[src/iem_pkg.sv]
// constants, register map and source tables of the interrupt enable stage
// Notes on behaviour
// global enable low masks every source
// masked requests stay pending until global enable
// software writes can set any flag
// enabled source requests while its flag is 1
// service routine clears flags by writing 0
// primary bit 6 gates converter done flag
// primary bit 5 gates brown-out flag
// primary bit 4 gates uart0 tx/rx done
// primary bits 3,1 gate timer1, timer0 overflow
// primary bits 2,0 gate external inputs 1,0
// extended bit 7 gates timer2 event flag
// extended bit 6 gates any spi flag
// extended bit 5 gates fault brake flag
// extended bit 4 gates watchdog flag
// extended bit 3 gates pwm flag
// extended bit 2 gates any capture flag
// extended bit 1 gates any pin flag
// extended bit 0 gates i2c status/timeout
// second bit 2 gates wake-up timer flag
// second bit 1 gates timer3 overflow flag
// second bit 0 gates uart1 tx/rx done
// all enable registers reset to zero
// timer 0,1,3 flags clear on service entry
// request is registered OR-of-flags and both enables
// second register upper five bits read zero
package iem_pkg;
    localparam int NSRC      = 18;
    localparam int NFLAG     = 32;
    localparam int EN_W      = 24;
    localparam int TWO_W     = 3;
    localparam int ADR_W     = 10;
    localparam int GLOBAL_BIT = 7;
    // register indices; byte address is four times the index
    localparam logic [7:0] IDX_PRIM = 8'ha8;
    localparam logic [7:0] IDX_EXT  = 8'h9b;
    localparam logic [7:0] IDX_TWO  = 8'h9c;
    localparam logic [7:0] IDX_FLAG = 8'hb0;
    localparam logic [7:0] IDX_REQ  = 8'hb1;
    localparam logic [7:0]       PRIM_RST = 8'h00;
    localparam logic [7:0]       EXT_RST  = 8'h00;
    localparam logic [TWO_W-1:0] TWO_RST  = 3'h0;
    localparam logic [31:0]      FLAG_RST = 32'h0;
    localparam logic [17:0]      REQ_RST  = 18'h0;
    // sources whose flag clears on entry to service
    localparam int TMR0_SRC  = 1;
    localparam int TMR1_SRC  = 3;
    localparam int TMR3_SRC  = 16;
    localparam int TMR0_FLAG = 1;
    localparam int TMR1_FLAG = 3;
    localparam int TMR3_FLAG = 30;
    typedef logic [NFLAG-1:0] iem_mask_t;
    // flags feeding each source, in vector order
    localparam iem_mask_t SRC_FLAGS [NSRC] = '{
        32'h00000001,
        32'h00000002,
        32'h00000004,
        32'h00000008,
        32'h00000030,
        32'h00000040,
        32'h00000180,
        32'h0001fe00,
        32'h00020000,
        32'h001c0000,
        32'h00200000,
        32'h00400000,
        32'h03800000,
        32'h04000000,
        32'h08000000,
        32'h30000000,
        32'h40000000,
        32'h80000000
    };
    // enable bit of each source in {second, extended, primary}
    localparam int SRC_EN_BIT [NSRC] = '{
        0, 1, 2, 3, 4, 15, 8, 9, 5, 14, 12, 6, 10, 11, 13, 16, 17, 18
    };
endpackage

[src/iem_enable_mask.sv]
// interrupt enable registers and masked request generation
//
// Added by the designer: the Wishbone slave port.
`timescale 1ns/1ps
module iem_enable_mask (
    input  wire logic                       ref_clk,
    input  wire logic                       reset,
    input  wire logic                       wb_cyc_i,
    input  wire logic                       wb_stb_i,
    input  wire logic                       wb_we_i,
    input  wire logic [iem_pkg::ADR_W-1:0]  wb_adr_i,
    input  wire logic [3:0]                 wb_sel_i,
    input  wire logic [31:0]                wb_dat_i,
    output logic      [31:0]                wb_dat_o,
    output logic                            wb_ack_o,
    input  wire logic [iem_pkg::NFLAG-1:0]  hw_flag_set,
    input  wire logic [iem_pkg::NSRC-1:0]   service_enter,
    output logic      [iem_pkg::NSRC-1:0]   irq_req,
    output logic      [iem_pkg::NFLAG-1:0]  flags_out
);
    typedef struct packed {
        logic [7:0]                 prim;
        logic [7:0]                 ext;
        logic [iem_pkg::TWO_W-1:0]  two;
        logic [iem_pkg::NSRC-1:0]   req;
        logic [31:0]                dat;
    } iem_state_t;

    iem_state_t s_q;
    iem_state_t s_d;

    logic                        take;
    logic                        commit;
    logic                        wr;
    logic [7:0]                  idx;
    logic [iem_pkg::NFLAG-1:0]   flags;
    logic [iem_pkg::NFLAG-1:0]   lane_mask;
    logic [iem_pkg::NFLAG-1:0]   auto_clr;
    logic [iem_pkg::EN_W-1:0]    en_vec;
    logic [iem_pkg::NSRC-1:0]    raw;
    logic [iem_pkg::NSRC-1:0]    en;
    logic                        flag_we;
    logic                        global_en;

    iem_wb_slave u_wbs (
        .ref_clk (ref_clk),
        .reset   (reset),
        .cyc     (wb_cyc_i),
        .stb     (wb_stb_i),
        .ack_q   (wb_ack_o),
        .take    (take),
        .commit  (commit)
    );

    assign idx = wb_adr_i[iem_pkg::ADR_W-1:2];
    assign wr  = commit & wb_we_i;

    // byte lanes expand to a bit mask for the flag word
    assign lane_mask = {{8{wb_sel_i[3]}}, {8{wb_sel_i[2]}},
                        {8{wb_sel_i[1]}}, {8{wb_sel_i[0]}}};

    assign flag_we = wr & (idx == iem_pkg::IDX_FLAG);

    // timer 2 is left out on purpose: its flag stays until software
    always_comb begin
        auto_clr = '0;
        auto_clr[iem_pkg::TMR0_FLAG] =
            service_enter[iem_pkg::TMR0_SRC];
        auto_clr[iem_pkg::TMR1_FLAG] =
            service_enter[iem_pkg::TMR1_SRC];
        auto_clr[iem_pkg::TMR3_FLAG] =
            service_enter[iem_pkg::TMR3_SRC];
    end

    iem_flag_bank u_flags (
        .ref_clk  (ref_clk),
        .reset    (reset),
        .hw_set   (hw_flag_set),
        .sw_we    (flag_we),
        .sw_mask  (lane_mask),
        .sw_data  (wb_dat_i),
        .auto_clr (auto_clr),
        .flags_q  (flags)
    );

    assign flags_out = flags;

    assign en_vec = {5'h00, s_q.two, s_q.ext, s_q.prim};
    assign global_en = s_q.prim[iem_pkg::GLOBAL_BIT];

    // per source: any of its flags, and its own enable bit
    for (genvar k = 0; k < iem_pkg::NSRC; k++) begin : g_src
        assign raw[k] = |(flags & iem_pkg::SRC_FLAGS[k]);
        assign en[k]  = en_vec[iem_pkg::SRC_EN_BIT[k]];
    end

    always_comb begin
        s_d = s_q;
        // flags are never touched by the mask, so requests stay pending
        s_d.req = raw & en & {iem_pkg::NSRC{global_en}};
        if (wr && wb_sel_i[0]) begin
            unique case (idx)
                iem_pkg::IDX_PRIM: s_d.prim = wb_dat_i[7:0];
                iem_pkg::IDX_EXT:  s_d.ext  = wb_dat_i[7:0];
                iem_pkg::IDX_TWO:
                    s_d.two = wb_dat_i[iem_pkg::TWO_W-1:0];
                default: ;
            endcase
        end
        if (take) begin
            // unmapped addresses still ack and read as zero
            unique case (idx)
                iem_pkg::IDX_PRIM: s_d.dat = {24'h000000, s_q.prim};
                iem_pkg::IDX_EXT:  s_d.dat = {24'h000000, s_q.ext};
                iem_pkg::IDX_TWO:
                    s_d.dat = {29'h00000000, s_q.two};
                iem_pkg::IDX_FLAG: s_d.dat = flags;
                iem_pkg::IDX_REQ:  s_d.dat = {14'h0000, s_q.req};
                default:           s_d.dat = 32'h00000000;
            endcase
        end
    end

    always_ff @(posedge ref_clk or posedge reset) begin
        if (reset) begin
            s_q.prim <= iem_pkg::PRIM_RST;
            s_q.ext  <= iem_pkg::EXT_RST;
            s_q.two  <= iem_pkg::TWO_RST;
            s_q.req  <= iem_pkg::REQ_RST;
            s_q.dat  <= 32'h00000000;
        end else begin
            s_q <= s_d;
        end
    end

    assign irq_req  = s_q.req;
    assign wb_dat_o = s_q.dat;

    AST_GLOBAL_MASK: assert property (
        @(posedge ref_clk) disable iff (reset)
        !global_en |=> (irq_req == '0))
    else $error("request seen while global enable low");

    AST_PENDING_HELD: assert property (
        @(posedge ref_clk) disable iff (reset)
        (!global_en && raw[0] && en[0] && !flag_we)
        ##1 (global_en && en[0]) |=> irq_req[0])
    else $error("pending request not presented after enable");

    AST_SW_SET: assert property (
        @(posedge ref_clk) disable iff (reset)
        (flag_we && wb_sel_i[0] && wb_dat_i[0]) |=> flags[0])
    else $error("software write did not set flag");

    AST_REQ_FOLLOWS: assert property (
        @(posedge ref_clk) disable iff (reset)
        (global_en && raw[7] && en[7]) |=> irq_req[7])
    else $error("enabled flagged source did not request");

    AST_CONVERTER: assert property (
        @(posedge ref_clk) disable iff (reset)
        (global_en && !s_q.prim[6]) |=> !irq_req[11])
    else $error("converter request with its enable low");

    AST_BROWNOUT: assert property (
        @(posedge ref_clk) disable iff (reset)
        (global_en && s_q.prim[5] && flags[17]) |=> irq_req[8])
    else $error("brown-out request missing");

    AST_UART0: assert property (
        @(posedge ref_clk) disable iff (reset)
        (global_en && s_q.prim[4] && (flags[4] || flags[5]))
        |=> irq_req[4])
    else $error("uart0 request missing");

    AST_TIMERS01: assert property (
        @(posedge ref_clk) disable iff (reset)
        (global_en && s_q.prim[3] && s_q.prim[1] && flags[3] && flags[1])
        |=> (irq_req[3] && irq_req[1]))
    else $error("timer0/1 request missing");

    AST_EXT_INPUTS: assert property (
        @(posedge ref_clk) disable iff (reset)
        (!s_q.prim[2] && !s_q.prim[0]) |=> (!irq_req[2] && !irq_req[0]))
    else $error("external request with enables low");

    AST_TIMER2: assert property (
        @(posedge ref_clk) disable iff (reset)
        (global_en && s_q.ext[7] && flags[6]) |=> irq_req[5])
    else $error("timer2 request missing");

    AST_SPI: assert property (
        @(posedge ref_clk) disable iff (reset)
        (global_en && s_q.ext[6] && (|flags[20:18])) |=> irq_req[9])
    else $error("spi request missing");

    AST_PIN: assert property (
        @(posedge ref_clk) disable iff (reset)
        (global_en && s_q.ext[1] && (|flags[16:9])) |=> irq_req[7])
    else $error("pin request missing");

    AST_UART1: assert property (
        @(posedge ref_clk) disable iff (reset)
        (global_en && s_q.two[0] && (flags[28] || flags[29]))
        |=> irq_req[15])
    else $error("uart1 request missing");

    AST_RESET_ZERO: assert property (
        @(posedge ref_clk)
        $fell(reset) |-> (s_q.prim == 8'h00 && s_q.ext == 8'h00
                          && s_q.two == 3'h0))
    else $error("enable registers not zero after reset");

    AST_T0_AUTOCLR: assert property (
        @(posedge ref_clk) disable iff (reset)
        (service_enter[1] && !hw_flag_set[1] && !flag_we) |=> !flags[1])
    else $error("timer0 flag survived service entry");

    AST_T2_KEEPS: assert property (
        @(posedge ref_clk) disable iff (reset)
        (flags[6] && service_enter[5] && !flag_we) |=> flags[6])
    else $error("timer2 flag cleared by service entry");

    AST_REQ_EQUATION: assert property (
        @(posedge ref_clk) disable iff (reset)
        ##1 (irq_req == $past(raw & en & {iem_pkg::NSRC{global_en}})))
    else $error("request not the gated flag OR");

    AST_TWO_UPPER: assert property (
        @(posedge ref_clk) disable iff (reset)
        (take && !wb_we_i && idx == iem_pkg::IDX_TWO)
        |=> (wb_dat_o[31:3] == '0))
    else $error("upper bits of second register not zero");

    AST_EXT0_ON: assert property (
        @(posedge ref_clk) disable iff (reset)
        (global_en && s_q.prim[0] && flags[0]) |=> irq_req[0])
    else $error("external 0 request missing");

    AST_EXT1_ON: assert property (
        @(posedge ref_clk) disable iff (reset)
        (global_en && s_q.prim[2] && flags[2]) |=> irq_req[2])
    else $error("external 1 request missing");

    AST_TIMER0_OFF: assert property (
        @(posedge ref_clk) disable iff (reset)
        !s_q.prim[1] |=> !irq_req[1])
    else $error("timer0 request with its enable low");

    AST_CONVERTER_ON: assert property (
        @(posedge ref_clk) disable iff (reset)
        (global_en && s_q.prim[6] && flags[22]) |=> irq_req[11])
    else $error("converter request missing");

    AST_BROWNOUT_OFF: assert property (
        @(posedge ref_clk) disable iff (reset)
        !s_q.prim[5] |=> !irq_req[8])
    else $error("brown-out request with its enable low");

    AST_UART0_OFF: assert property (
        @(posedge ref_clk) disable iff (reset)
        !s_q.prim[4] |=> !irq_req[4])
    else $error("uart0 request with its enable low");

    AST_TIMER2_OFF: assert property (
        @(posedge ref_clk) disable iff (reset)
        !s_q.ext[7] |=> !irq_req[5])
    else $error("timer2 request with its enable low");

    AST_SPI_OFF: assert property (
        @(posedge ref_clk) disable iff (reset)
        !s_q.ext[6] |=> !irq_req[9])
    else $error("spi request with its enable low");

    AST_FAULT_BRAKE: assert property (
        @(posedge ref_clk) disable iff (reset)
        (global_en && s_q.ext[5] && flags[27]) |=> irq_req[14])
    else $error("fault brake request missing");

    AST_WATCHDOG: assert property (
        @(posedge ref_clk) disable iff (reset)
        (global_en && s_q.ext[4] && flags[21]) |=> irq_req[10])
    else $error("watchdog request missing");

    AST_PWM: assert property (
        @(posedge ref_clk) disable iff (reset)
        (global_en && s_q.ext[3] && flags[26]) |=> irq_req[13])
    else $error("pwm request missing");

    AST_CAPTURE: assert property (
        @(posedge ref_clk) disable iff (reset)
        (global_en && s_q.ext[2] && (|flags[25:23])) |=> irq_req[12])
    else $error("capture request missing");

    AST_CAPTURE_OFF: assert property (
        @(posedge ref_clk) disable iff (reset)
        !s_q.ext[2] |=> !irq_req[12])
    else $error("capture request with its enable low");

    AST_PIN_OFF: assert property (
        @(posedge ref_clk) disable iff (reset)
        !s_q.ext[1] |=> !irq_req[7])
    else $error("pin request with its enable low");

    AST_I2C: assert property (
        @(posedge ref_clk) disable iff (reset)
        (global_en && s_q.ext[0] && (flags[7] || flags[8]))
        |=> irq_req[6])
    else $error("i2c request missing");

    AST_WAKEUP: assert property (
        @(posedge ref_clk) disable iff (reset)
        (global_en && s_q.two[2] && flags[31]) |=> irq_req[17])
    else $error("wake-up timer request missing");

    AST_TIMER3: assert property (
        @(posedge ref_clk) disable iff (reset)
        (global_en && s_q.two[1] && flags[30]) |=> irq_req[16])
    else $error("timer3 request missing");

    AST_UART1_OFF: assert property (
        @(posedge ref_clk) disable iff (reset)
        !s_q.two[0] |=> !irq_req[15])
    else $error("uart1 request with its enable low");

    AST_NO_FLAG: assert property (
        @(posedge ref_clk) disable iff (reset)
        (raw == '0) |=> (irq_req == '0))
    else $error("request raised with no flag set");

    AST_HW_SET: assert property (
        @(posedge ref_clk) disable iff (reset)
        hw_flag_set[1] |=> flags[1])
    else $error("hardware set pulse did not set flag");

    AST_SW_CLEAR: assert property (
        @(posedge ref_clk) disable iff (reset)
        (flag_we && wb_sel_i[0] && !wb_dat_i[0] && !hw_flag_set[0])
        |=> !flags[0])
    else $error("software write of zero did not clear flag");

    AST_PENDING_FLAGS: assert property (
        @(posedge ref_clk) disable iff (reset)
        (!global_en && !flag_we && service_enter == '0)
        |=> ((flags & $past(flags)) == $past(flags)))
    else $error("flag lost while global enable low");

    AST_T1_AUTOCLR: assert property (
        @(posedge ref_clk) disable iff (reset)
        (service_enter[3] && !hw_flag_set[3] && !flag_we) |=> !flags[3])
    else $error("timer1 flag survived service entry");

    AST_T3_AUTOCLR: assert property (
        @(posedge ref_clk) disable iff (reset)
        (service_enter[16] && !hw_flag_set[30] && !flag_we)
        |=> !flags[30])
    else $error("timer3 flag survived service entry");

    AST_TWO_WRITE: assert property (
        @(posedge ref_clk) disable iff (reset)
        (wr && wb_sel_i[0] && idx == iem_pkg::IDX_TWO)
        |=> (s_q.two == $past(wb_dat_i[iem_pkg::TWO_W-1:0])))
    else $error("second register write did not land");
endmodule

[src/iem_wb_slave.sv]
// classic wishbone handshake: one-cycle ack and access strobe
`timescale 1ns/1ps
module iem_wb_slave (
    input  wire logic ref_clk,
    input  wire logic reset,
    input  wire logic cyc,
    input  wire logic stb,
    output logic      ack_q,
    output logic      take,
    output logic      commit
);
    typedef struct packed {
        logic ack;
    } iem_wbs_t;

    iem_wbs_t s_q;
    iem_wbs_t s_d;

    always_comb begin
        s_d     = s_q;
        // ack drops the cycle after it was given
        s_d.ack = cyc & stb & ~s_q.ack;
    end

    always_ff @(posedge ref_clk or posedge reset) begin
        if (reset) begin
            s_q <= '0;
        end else begin
            s_q <= s_d;
        end
    end

    assign ack_q  = s_q.ack;
    assign take   = s_d.ack;
    // writes land on the edge the master samples ack
    assign commit = cyc & stb & s_q.ack;
endmodule

[src/iem_flag_bank.sv]
// interrupt flags: hardware set, software set/clear, auto clear
`timescale 1ns/1ps
module iem_flag_bank (
    input  wire logic                     ref_clk,
    input  wire logic                     reset,
    input  wire logic [iem_pkg::NFLAG-1:0] hw_set,
    input  wire logic                     sw_we,
    input  wire logic [iem_pkg::NFLAG-1:0] sw_mask,
    input  wire logic [iem_pkg::NFLAG-1:0] sw_data,
    input  wire logic [iem_pkg::NFLAG-1:0] auto_clr,
    output logic      [iem_pkg::NFLAG-1:0] flags_q
);
    typedef struct packed {
        logic [iem_pkg::NFLAG-1:0] flags;
    } iem_fb_t;

    iem_fb_t s_q;
    iem_fb_t s_d;
    logic [iem_pkg::NFLAG-1:0] clr;
    logic [iem_pkg::NFLAG-1:0] set;

    always_comb begin
        s_d     = s_q;
        set     = hw_set | ({iem_pkg::NFLAG{sw_we}} & sw_mask & sw_data);
        clr     = ({iem_pkg::NFLAG{sw_we}} & sw_mask & ~sw_data) | auto_clr;
        // a set in the clearing cycle wins, so no event is lost
        s_d.flags = set | (s_q.flags & ~clr);
    end

    always_ff @(posedge ref_clk or posedge reset) begin
        if (reset) begin
            s_q.flags <= iem_pkg::FLAG_RST;
        end else begin
            s_q <= s_d;
        end
    end

    assign flags_q = s_q.flags;
endmodule

[config.mk]
export PLATFORM = sky130hd
export DESIGN_NAME = iem_enable_mask
export DESIGN_NICKNAME = d
export VERILOG_FILES = /design/src/iem_pkg.sv /design/src/iem_enable_mask.sv /design/src/iem_wb_slave.sv /design/src/iem_flag_bank.sv
export SDC_FILE = /design/constraint.sdc
export NUM_CORES = 1
export LEC_CHECK = 0
export BUFFER_PORTS_ARGS = -buffer_cell sky130_fd_sc_hd__buf_2
export CORE_ASPECT_RATIO = 1.25
export CORE_MARGIN = 10
export CORE_UTILIZATION = 45
export CTS_CLUSTER_DIAMETER = 80
export DETAILED_ROUTE_END_ITERATION = 8
export PLACE_DENSITY_LB_ADDON = 0.05
export RECOVER_POWER = 50
export SETUP_SLACK_MARGIN = 0.2
export SLEW_MARGIN = 10
export SYNTH_ARGS = -nofsm -noshare
export SYNTH_HDL_FRONTEND = slang
export SYNTH_SLANG_ARGS = --single-unit
[constraint.sdc]
create_clock -name ref_clk -period 5.15 [get_ports ref_clk]
set_input_delay 0.2575 -clock ref_clk [delete_from_list [all_inputs] [get_ports ref_clk]]
set_output_delay 0.2575 -clock ref_clk [all_outputs]
set_load 0.1 [all_outputs]
Word-level counts from Yosys, hierarchy flattened --
Index checks and enable logic that the tools add are counted.
Cells by class: eq/ne operators 5, mux-type cells 1, bitwise operators 17, reduce and logical (&&, ||, !) cells 10
Operators with widths (number):
- case mux 32 bit (5 select lines) | 1
- AND 32 bit | 4
- NOT 32 bit | 2
- bitwise OR 32 bit | 2
- == test 8 bit, second input constant | 5
- AND 18 bit | 2
- bitwise OR 32 x 31 -> 32 bit | 1
- OR reduction 8 bit | 1
- AND reduction 2 bit | 3
- OR reduction 2 bit | 3
- OR reduction 3 bit | 2
- AND 1 bit | 5
- logical AND 1 bit | 1
- NOT 1 bit | 1
Storage, ports and cells: register bits 102, input port bits 101, output and inout port bits 83

Longest topological paths before layout --
Gate-level depths: netlist of the first run.
word-level depth 10, depth in mapped cells 6, gate-level depth less buffers 4

Cells and area by module --
Synthesis of the first run repeated with hierarchy kept, for this count alone.
Unflattened totals: cell total of the unflattened synthesis 420, area total of the unflattened synthesis 4601.9 µm²
Modules (own cells, without submodules):
- iem_enable_mask | instances 1, cells each 248, area each 2920.3 µm²
- iem_flag_bank | instances 1, cells each 168, area each 1636.6 µm²
- iem_wb_slave | instances 1, cells each 4, area each 45.0 µm²

Least setup slack after synthesis of the first run --
Ideal clock, no wire load.
path type reg-to-reg, start register u_wbs.s_q (netlist: u_wbs.ack_q), end register, netlist name u_flags.flags_q[10], arrival time 2.173 ns, data required time 5.026 ns, setup slack 2.854 ns, stages on the path, launching flop included 6, cells stage by stage dfrtp_1 > and4_1 > clkbuf_1 > nand4_1 > buf_2 > a211o_1
RTL lines:
- start, declared | RTL line iem_wb_slave.sv:16 | iem_wbs_t s_q;
- start signal, assigned | RTL line iem_wb_slave.sv:27 | s_q <= '0;
- start signal, assigned | RTL line iem_wb_slave.sv:29 | s_q <= s_d;

==> run metrics, run 1 <==
fin crit share=62.33%; RSZ-0062 raised after global routing=false; crit path from=wb_adr_i[2]; Final #Nets=634; Reg clk slew, reported paths=roughly 0.07 ns; routed length per instance=about 20 microns; worst-path maximum fanout=22; IO Count=184; diode count=0; Slew @ Worst Pin=roughly 1.8 ns; Synth Flop Type=dfrtp_1; Final ANT Viol Nets=0; FFs w/ async S/R, synth=100.0%; Fin. Hold Viols=0; post-synthesis cell area=approximately 0.0044 sq mm; Max stage delay cell, worst path=nor4b_1; post-CTS sizing=0; core area=about 0.0096 sq mm; Yosys cell types=35; worst hold path class=in2reg; Int Power=0.001228 W; die area=0.01407 sq mm; fmax=about 310 MHz; Reg-to-Reg Start=u_wbs.ack_q; Slew headroom=-19.25%; Routed WL=around 13000 microns; fin util=57.16%; initial antenna violation count=0; Num CTS Buffers=9; Setup Viol. Count Final=0; classification of the worst setup path=in2reg; violated checks=capacitance limit, slew limit; CTS hold repair buffers=1; GRT overflow=0; Die W=~110 microns; static leakage power=2.632 nW; final period demand of the worst path=3.210 ns; Critical Path Source Type=primary input; maximum vdd drop=about 0.16 mV; post-route cell area=about 0.0055 sq mm; synthesized area per cell=~12 sq um; MaxCap Viol Count=2; Yosys Warn Count=0; Vias/cell=around 5.3; HP Start=hw_flag_set[21]; Overall Global Routing Usage=between 10% and 20%; setup bufs post-CTS=0; Power Dens Cells=around 290 mW/mm^2; CTS Root Cell=clkbuf_16; Switch Pwr=0.0003683 W; part of the power in registers=50.6%; vias in the first global route=3737; sequential-to-total area share from yosys stat=~60%; DRT Pass-1 Iters=4; CP arrival=approximately 3.4 ns; DR vias=3524; Initial Util=between 40% and 50%; clock sink total=between 100 and 150; #FFs+latches synth=102; Post-Synthesis Cells=between 300 and 400; status=finished, violations left; crit-path cells=clkbuf_1, nor4b_1, nand4_1, a211o_1; Worst setup EP type=flop; Post-Route Skew=0.006346 ns; Max Buffers Root-to-Sink=2; FP Rows=40; Sw Share=between 20% and 30%; Clk pwr share=around 42%; Synth Net Count=between 400 and 500; Comb pwr share=7.2%; H-tree depth=3; worst-skew pair later-pin latency=0.35 ns; WP data required=~5.4 ns; layout cell share with drive strength beyond 1=a little under a quarter; Layout area overhead=25.16%; critical path's top delay family=simple AND/OR/NAND/NOR gates; Placed Area=0.005290 sq mm; EDFF count, synth=0; PortBufs=roughly 170; DRC violation count after routing=0; pin count of the biggest net entering global routing=77; Max Transition Viols Final=65; Setup TNS=0 ns; Final GP Congestion=roughly 0.81; Detailed Route Iter0 Violations=156; die span in y=between 100 and 150 microns; Crit path largest cell delay=between 1 and 1.5 ns; CP bufs+invs=1; CTS tree=done; wire length of the first global-routing pass=around 20000 microns; post-DP HPWL=approximately 9800 microns
[flip-flops by register name, summed over array words and instances (netlist names)]
register and flops:
en_vec 1, en 18, u_wbs.ack_q 1, u_flags.flags_q 32
irq_req 18, wb_dat_o 32
[cells in the final DEF (no fill, tap or decap), types with 2 or more instances in the layout]
cell type	netlist	final
and3_1	13	13
nand3_1	4	4
nand4_1	6	6
nor3b_1	4	4
and4_1	2	2
and4b_1	2	2
buf_2	8	81
a22oi_1	8	8
and4bb_2	2	2
o311a_1	2	2
o31ai_1	3	3
a22o_1	14	14
nand2_1	32	32
clkbuf_1	9	87
o211a_1	3	3
a32oi_1	3	3
inv_1	27	26
nor2_1	24	24
clkbuf_16	0	9
o21ai_0	18	18
mux2_2	19	19
dfrtp_1	102	102
a31o_2	3	3
o22a_1	5	5
clkinv_2	0	2
a211o_1	25	25
nand3b_1	7	7
mux2i_1	15	15
nor4_1	2	2
[per-stage QoR]
| stage | worst slack (ns) | hold slack (ns) | power, W | cells |
|---|---|---|---|---|
| after floorplan | 2.217 | 0.3583 | 0.0008875 | 371 |
| after global placement | 2.769 | 0.2573 | 0.0009389 | 647 |
| after detailed placement | 2.720 | 0.2528 | 0.0009410 | 647 |
| after CTS | 3.067 | 0.08602 | 0.001609 | 663 |
| after global routing | 1.731 | 0.09316 | 0.001655 | 663 |
| final | 1.940 | 0.09221 | 0.001597 | 663 |
[synthesized netlist by cell type (all sizes together), types with 3 or more instances]
cell / n / area [sq um]
a31o: 3 / 26.28
and3: 13 / 81.33
o31ai: 3 / 22.52
a211o: 25 / 219.0
nand4: 7 / 50.05
dfrtp: 102 / 2552
nor3b: 4 / 30.03
inv: 27 / 101.4
a22oi: 8 / 60.06
o211a: 3 / 30.03
a22o: 14 / 122.6
nand3: 4 / 20.02
nand3b: 7 / 52.55
clkbuf: 9 / 33.78
nor2: 24 / 90.09
mux2: 19 / 214.0
mux2i: 15 / 150.1
a32oi: 3 / 26.28
o21ai: 18 / 90.09
buf: 9 / 47.55
nand2: 32 / 120.1
o22a: 5 / 43.79
[metal layers]
metal  global-route usage [%]  vias to the layer above  share of wire [%]  routed length [microns]
li1                         -                     1675                  -                        -
met1                    21.40                     1715                 41                     5395
met2                    30.94                      118                 49                     6485
met3                    6.216                       16                7.9                     1043
met4                    6.378                        0                1.7                      218
met5                        0                        -                  0                        0
[power by group through the flow]
| stage | Combinational [W] | Sequential [W] | Clock, W |
|---|---|---|---|
| floorplan | 0.0000415 | 0.000846 | 0 |
| global placement | 0.000117 | 0.000822 | 0 |
| detailed placement | 0.000119 | 0.000822 | 0 |
| CTS | 0.000119 | 0.000807 | 0.000683 |
| global route | 0.000126 | 0.000807 | 0.000722 |
| finish | 0.000115 | 0.000807 | 0.000674 |
[final timing paths]
path | end | slack, ns | cells past startpoint
setup / recovery | u_flags.flags_q[19] | 1.94 | 4
setup reg to reg | wb_dat_o[26] | 2.13 | 5
hold reg to reg | wb_dat_o[11] | 0.48 | 2
min in group asynchronous | wb_dat_o[4] | 0.67 | 3
max in group asynchronous | u_flags.flags_q[26] | 2.99 | 4
hold / removal | u_flags.flags_q[21] | 0.09 | 2
[layout make-up]
type	count	area, sq um
fillers	883	4095
flip-flops and latches	102	2552
multi-input cells	224	1615
repair buffers	169	745.7
clock buffers	11	242.7
well taps	126	157.7
inverters	27	102.6
clock inverters	4	47.55
[kinds of logic (layout without fill, tap and decap cells)]
group	count (synthesis)	in the layout	synth area share [%]
and+or+nand+nor	104	104	13.53
DFF	102	102	58.47
AOI/OAI and AO/OA	86	86	15.48
buffers and inverters	45	211	4.185
muxes	34	34	8.341
Power figures use the tool's default switching activity.
==> inputs of run 2 (changes only) <==
Clock period 5.15 ns to 3 ns, I/O delays scaled along.
==> run metrics, run 2 (synthesis results as in run 1) <==
Filler cells=857 (-2.9%); Critical Path Source Type=flop; die area=0.01407 sq mm (unchanged); Layout area overhead=33.79%; CTS tree=done; Clk pwr share=43.3% (+1.1 points); status=finished clean; Fin. Hold Viols=0 (unchanged); Hold Slack=0.003966 ns (-0.08824 ns); routed length per instance=19.36 microns (-2.3%); Max Buffers Root-to-Sink=2 (unchanged); post-DP HPWL=9895 microns (+0.81%); Total Power=0.002859 W (+79%); FP Rows=40 (unchanged); PortBufs=166 (unchanged); GRT overflow=0 (unchanged); worst-path maximum fanout=16 (-27%); Final #Nets=664 (+4.7%); part of the power in registers=48.5% (-2.1 points); Slew headroom=17.60% (+37 points); Setup Viol. Count Final=0 (unchanged); fin cells=694 (+4.7%); DRC violation count after routing=0 (unchanged); IO Count=184 (unchanged); Reg clk slew, reported paths=0.07 ns (about the same); H-tree depth=3 (unchanged); clock sink total=102 (unchanged); post-CTS sizing=0 (unchanged); layout cell share with drive strength beyond 1=24.47% (+1.6 points); Switch Pwr=0.0006321 W (+72%); DR vias=3689 (+4.7%); CP arrival=2.23 ns (-1.21 ns); Num CTS Buffers=9 (unchanged); core area=0.009559 sq mm (unchanged); die span in y=130.1 microns (unchanged); Worst setup EP type=flop; Power Dens Cells=489.4 mW/mm^2 (+67%); wire length of the first global-routing pass=20640 microns (+3.2%); Max Transition Viols Final=0 (-100%); initial antenna violation count=0 (unchanged); MaxCap Viol Count=0 (-2); Post-Route Skew=0.009543 ns (+0.003197 ns); Sw Share=22.11% (-0.96 points); Routed WL=13440 microns (+2.3%); Final ANT Viol Nets=0 (unchanged); Vias/cell=5.316 (about the same); vias in the first global route=3894 (+4.2%); diode count=0 (unchanged); Setup TNS=0 ns (unchanged); Final GP Congestion=0.7937 (-1.4%); Detailed Route Iter0 Violations=144 (-7.7%); final period demand of the worst path=around 2.0 ns; commonest non-fill, non-tap cells in the layout=102 x dfrtp_1, 92 x buf_2, 76 x clkbuf_1; most common cell after layout, fill and taps aside=dfrtp_1; fmax=roughly 500 MHz; placed cells=649 (+0.31%); RSZ-0062 raised after global routing=false; Initial Util=45.67% (unchanged); WP data required=3.22 ns (-2.16 ns); worst-skew pair later-pin latency=0.34 ns (about the same); Overall Global Routing Usage=18.68% (+0.26 points); maximum vdd drop=0.3029 mV (+87%); static leakage power=2.806 nW (+6.6%); Die W=108.1 microns (unchanged); Slew @ Worst Pin=1.241 ns (-0.5474 ns); worst hold path class=in2reg; fin crit share=66.75%; Comb pwr share=8.2% (+1.0 points); Int Power=0.002227 W (+81%); DRT Pass-1 Iters=4 (unchanged); CTS Root Cell=clkbuf_16; pin count of the biggest net entering global routing=54 (-30%); classification of the worst setup path=reg2reg
run 2: changes by cell type in the layout (fill, tap and decap cells not counted), sizes merged:
cell,before,now
buf,82,97
dlygate4sd3,1,28
clkbuf,97,86
bufinv,1,2
clkinvlp,2,1
run 2: cell type report:
type | count | area, sq um | area share, %
Clock buffer | 12 | 246.5 | 4.220
Clock inverter | 4 | 70.07 | 1.200
Inverter | 27 | 102.6 | 1.757
Multi-Input combinational cell | 224 | 1630 | 27.91
Sequential cell | 102 | 2552 | 43.70
Tap cell | 126 | 157.7 | 2.699
Timing Repair Buffer | 199 | 1081 | 18.51
run 2: critical path: stages, from the launching register on:
cell and delay (ns):
dfrtp_1 0.36, and4_1 0.39, nand4_1 0.64, a211o_1 0.49
run 2: power groups by stage:
stage          clock [W]  combinational, W  sequential, W
5_1_grt          0.00131          0.000255        0.00139
3_3_place_gp           0          0.000204        0.00141
3_5_place_dp           0          0.000205        0.00141
4_1_cts          0.00126          0.000233        0.00139
6_report         0.00124          0.000234        0.00139
2_1_floorplan          0         0.0000716        0.00145
run 2: path summary, 6_finish.rpt:
kind,startpoint,endpoint,slack [ns],depth (start not counted)
worst max-delay path,u_wbs.ack_q,u_flags.flags_q[20],1.0,3
worst min-delay path,hw_flag_set[29],u_flags.flags_q[29],0.004,2
worst max register to register,u_wbs.ack_q,u_flags.flags_q[20],1.0,3
worst min register to register,wb_dat_o[7],wb_dat_o[7],0.48,2
max in group asynchronous,reset,wb_dat_o[27],1.55,5
min in group asynchronous,reset,u_flags.flags_q[1],0.48,3
run 2: what timing repair did:
action	4_1_cts	5_1_grt
endpoints found under the hold margin	27	19
setup buffers	0	0
endpoints found under the setup margin	0	0
hold buffers	27	1
run 2: per-layer routing:
metal | global-route usage, % | wire [microns]
met1 | 22.05 | 5594
met4 | 6.850 | 248
met3 | 5.131 | 922
met5 | 0 | 0
met2 | 31.65 | 6674
run 2: metrics by stage:
stage                     utilization (%)  cell area (sq um)  setup WS (ns)
after CTS                           61.78               5906          1.003
after detailed placement            55.64               5319         0.7259
after floorplan                         -               4369         0.7037
after global routing                61.10               5841         0.8856
final                               61.10               5841         0.9974
after global placement              55.64               5319         0.7636
==> inputs of run 3 (changes only) <==
Clock period 3 ns to 2.07 ns, I/O delays scaled along.
==> run metrics, run 3 (synthesis results as in run 1) <==
wire length of the first global-routing pass=20790 microns (+0.74%); DRC violation count after routing=0 (unchanged); routed length per instance=19.19 microns (-0.92%); DR vias=3728 (+1.1%); RSZ-0062 raised after global routing=false; fmax=556.6 MHz (+11%); FP Rows=40 (unchanged); Slew headroom=19.37% (+1.8 points); core area=0.009559 sq mm (unchanged); Setup TNS=0 ns (unchanged); Crit path largest cell delay=0.50 ns (-0.14 ns); placed cells=656 (+1.1%); most common cell after layout, fill and taps aside=buf_2; worst hold path class=in2reg; Final ANT Viol Nets=0 (unchanged); Num CTS Buffers=9 (unchanged); Max Transition Viols Final=0 (unchanged); Final #Nets=675 (+1.7%); CTS Root Cell=clkbuf_16; layout cell share with drive strength beyond 1=33.51% (+9.0 points); Layout area overhead=36.08%; classification of the worst setup path=reg2reg; DRT Pass-1 Iters=4 (unchanged); worst-path maximum fanout=8 (-8); clock sink total=102 (unchanged); CP arrival=2.02 ns (-0.21 ns); Fin. Hold Viols=0 (unchanged); WP data required=2.29 ns (-0.93 ns); initial antenna violation count=0 (unchanged); maximum vdd drop=0.3666 mV (+21%); Power Dens Cells=664.0 mW/mm^2 (+36%); Final GP Congestion=0.8340 (+5.1%); crit-path cells=and4_1, nand4_1, mux2_2; die span in y=130.1 microns (unchanged); worst-skew pair later-pin latency=0.33 ns (about the same); post-DP HPWL=9880 microns (-0.15%); Post-Route Skew=0.005365 ns (-0.004179 ns); Die W=108.1 microns (unchanged); Setup Viol. Count Final=0 (unchanged); Overall Global Routing Usage=18.74% (+0.059 points); status=finished clean; CTS tree=done; die area=0.01407 sq mm (unchanged); diode count=0 (unchanged); pin count of the biggest net entering global routing=90 (+67%); PortBufs=166 (unchanged); Critical Path Source Type=flop; GRT overflow=0 (unchanged); vias in the first global route=3989 (+2.4%); Initial Util=45.67% (unchanged); static leakage power=2.980 nW (+6.2%); commonest non-fill, non-tap cells in the layout=143 x buf_2, 101 x dfrtp_1, 33 x dlygate4sd3_1; final period demand of the worst path=1.797 ns (-0.2060 ns); Reg clk slew, reported paths=0.06 ns (about the same); setup bufs post-CTS=0 (unchanged); Slew @ Worst Pin=1.215 ns (-0.02665 ns); Filler cells=828 (-3.4%); fin crit share=86.79% (+20 points); Detailed Route Iter0 Violations=191 (+33%); Max Buffers Root-to-Sink=2 (unchanged); MaxCap Viol Count=0 (unchanged); Routed WL=13530 microns (+0.65%); Worst setup EP type=flop; H-tree depth=3 (unchanged); fin cells=705 (+1.6%); Max stage delay cell, worst path=nand4_1; Vias/cell=5.288 (-0.52%); IO Count=184 (unchanged)
-- run 3: cell types whose count changed in the layout (fill, tap and decap cells not counted), sizes merged --
cell / change
buf: +57
bufinv: -2
clkbuf: -47
clkinv: -2
dlygate4sd3: +5
-- run 3: timing repair --
item / 4_1_cts / 5_1_grt
hold buffers: 33 / 0
endpoints found under the hold margin: 45 / 0
resized for setup: 0 / 0
-- run 3: metrics by stage --
stage / hold WS [ns] / util (%) / cell area [sq um] / total power [W] / setup slack (ns)
3_3_place_gp: 0.09053 / 56.20 / 5373 / 0.002344 / 0.2251
4_1_cts: 0.01795 / 62.60 / 5984 / 0.003979 / 0.2985
5_1_grt: 0.03183 / 62.15 / 5941 / 0.004084 / 0.2119
3_5_place_dp: 0.08545 / 56.20 / 5373 / 0.002349 / 0.1891
2_1_floorplan: 0.2043 / - / 4399 / 0.002209 / 0.1848
6_report: 0.02577 / 62.15 / 5941 / 0.003945 / 0.2734
-- run 3: power by group --
| group | internal [W] | leakage [nW] | switching (W) | total [W] |
|---|---|---|---|---|
| Sequential | 0.00200 | 1.26 | 0.00000676 | 0.00201 |
| Clock | 0.000917 | 0.137 | 0.000673 | 0.00159 |
| Combinational | 0.000142 | 1.58 | 0.000205 | 0.000346 |
| Total | 0.00306 | 2.98 | 0.000884 | 0.00394 |
-- run 3: per-layer routing --
layer,track usage [%],wire length [microns],share of wire [%]
met5,0,0,0
met4,6.457,187,1.4
met3,4.489,821,6.1
met2,32.29,6896,51
met1,22.23,5620,42
-- run 3: final cells by class --
class | count | area (sq um) | share of cell area [%]
multi-input cells | 224 | 1630 | 27.44
well taps | 126 | 157.7 | 2.654
repair buffers | 210 | 1215 | 20.45
inverters | 27 | 102.6 | 1.727
flip-flops and latches | 102 | 2554 | 42.99
clock buffers | 16 | 281.5 | 4.739
-- run 3: final timing paths --
path | start | to | slack (ns) | depth (start not counted)
setup / recovery | u_wbs.ack_q | en[14] | 0.27 | 3
hold / removal | wb_dat_i[3] | u_flags.flags_q[3] | 0.03 | 2
setup reg to reg | u_wbs.ack_q | en[14] | 0.27 | 3
hold reg to reg | wb_dat_o[7] | wb_dat_o[7] | 0.47 | 2
max in group asynchronous | reset | u_wbs.ack_q | 0.55 | 4
min in group asynchronous | reset | irq_req[6] | 0.33 | 3
-- run 3: worst max-delay path: cells and delay by family (launching register included) --
family,cells,cell delay [ns]
flip-flops,1,0.36
multiplexers,1,0.44
AND/OR/NAND/NOR,2,0.87
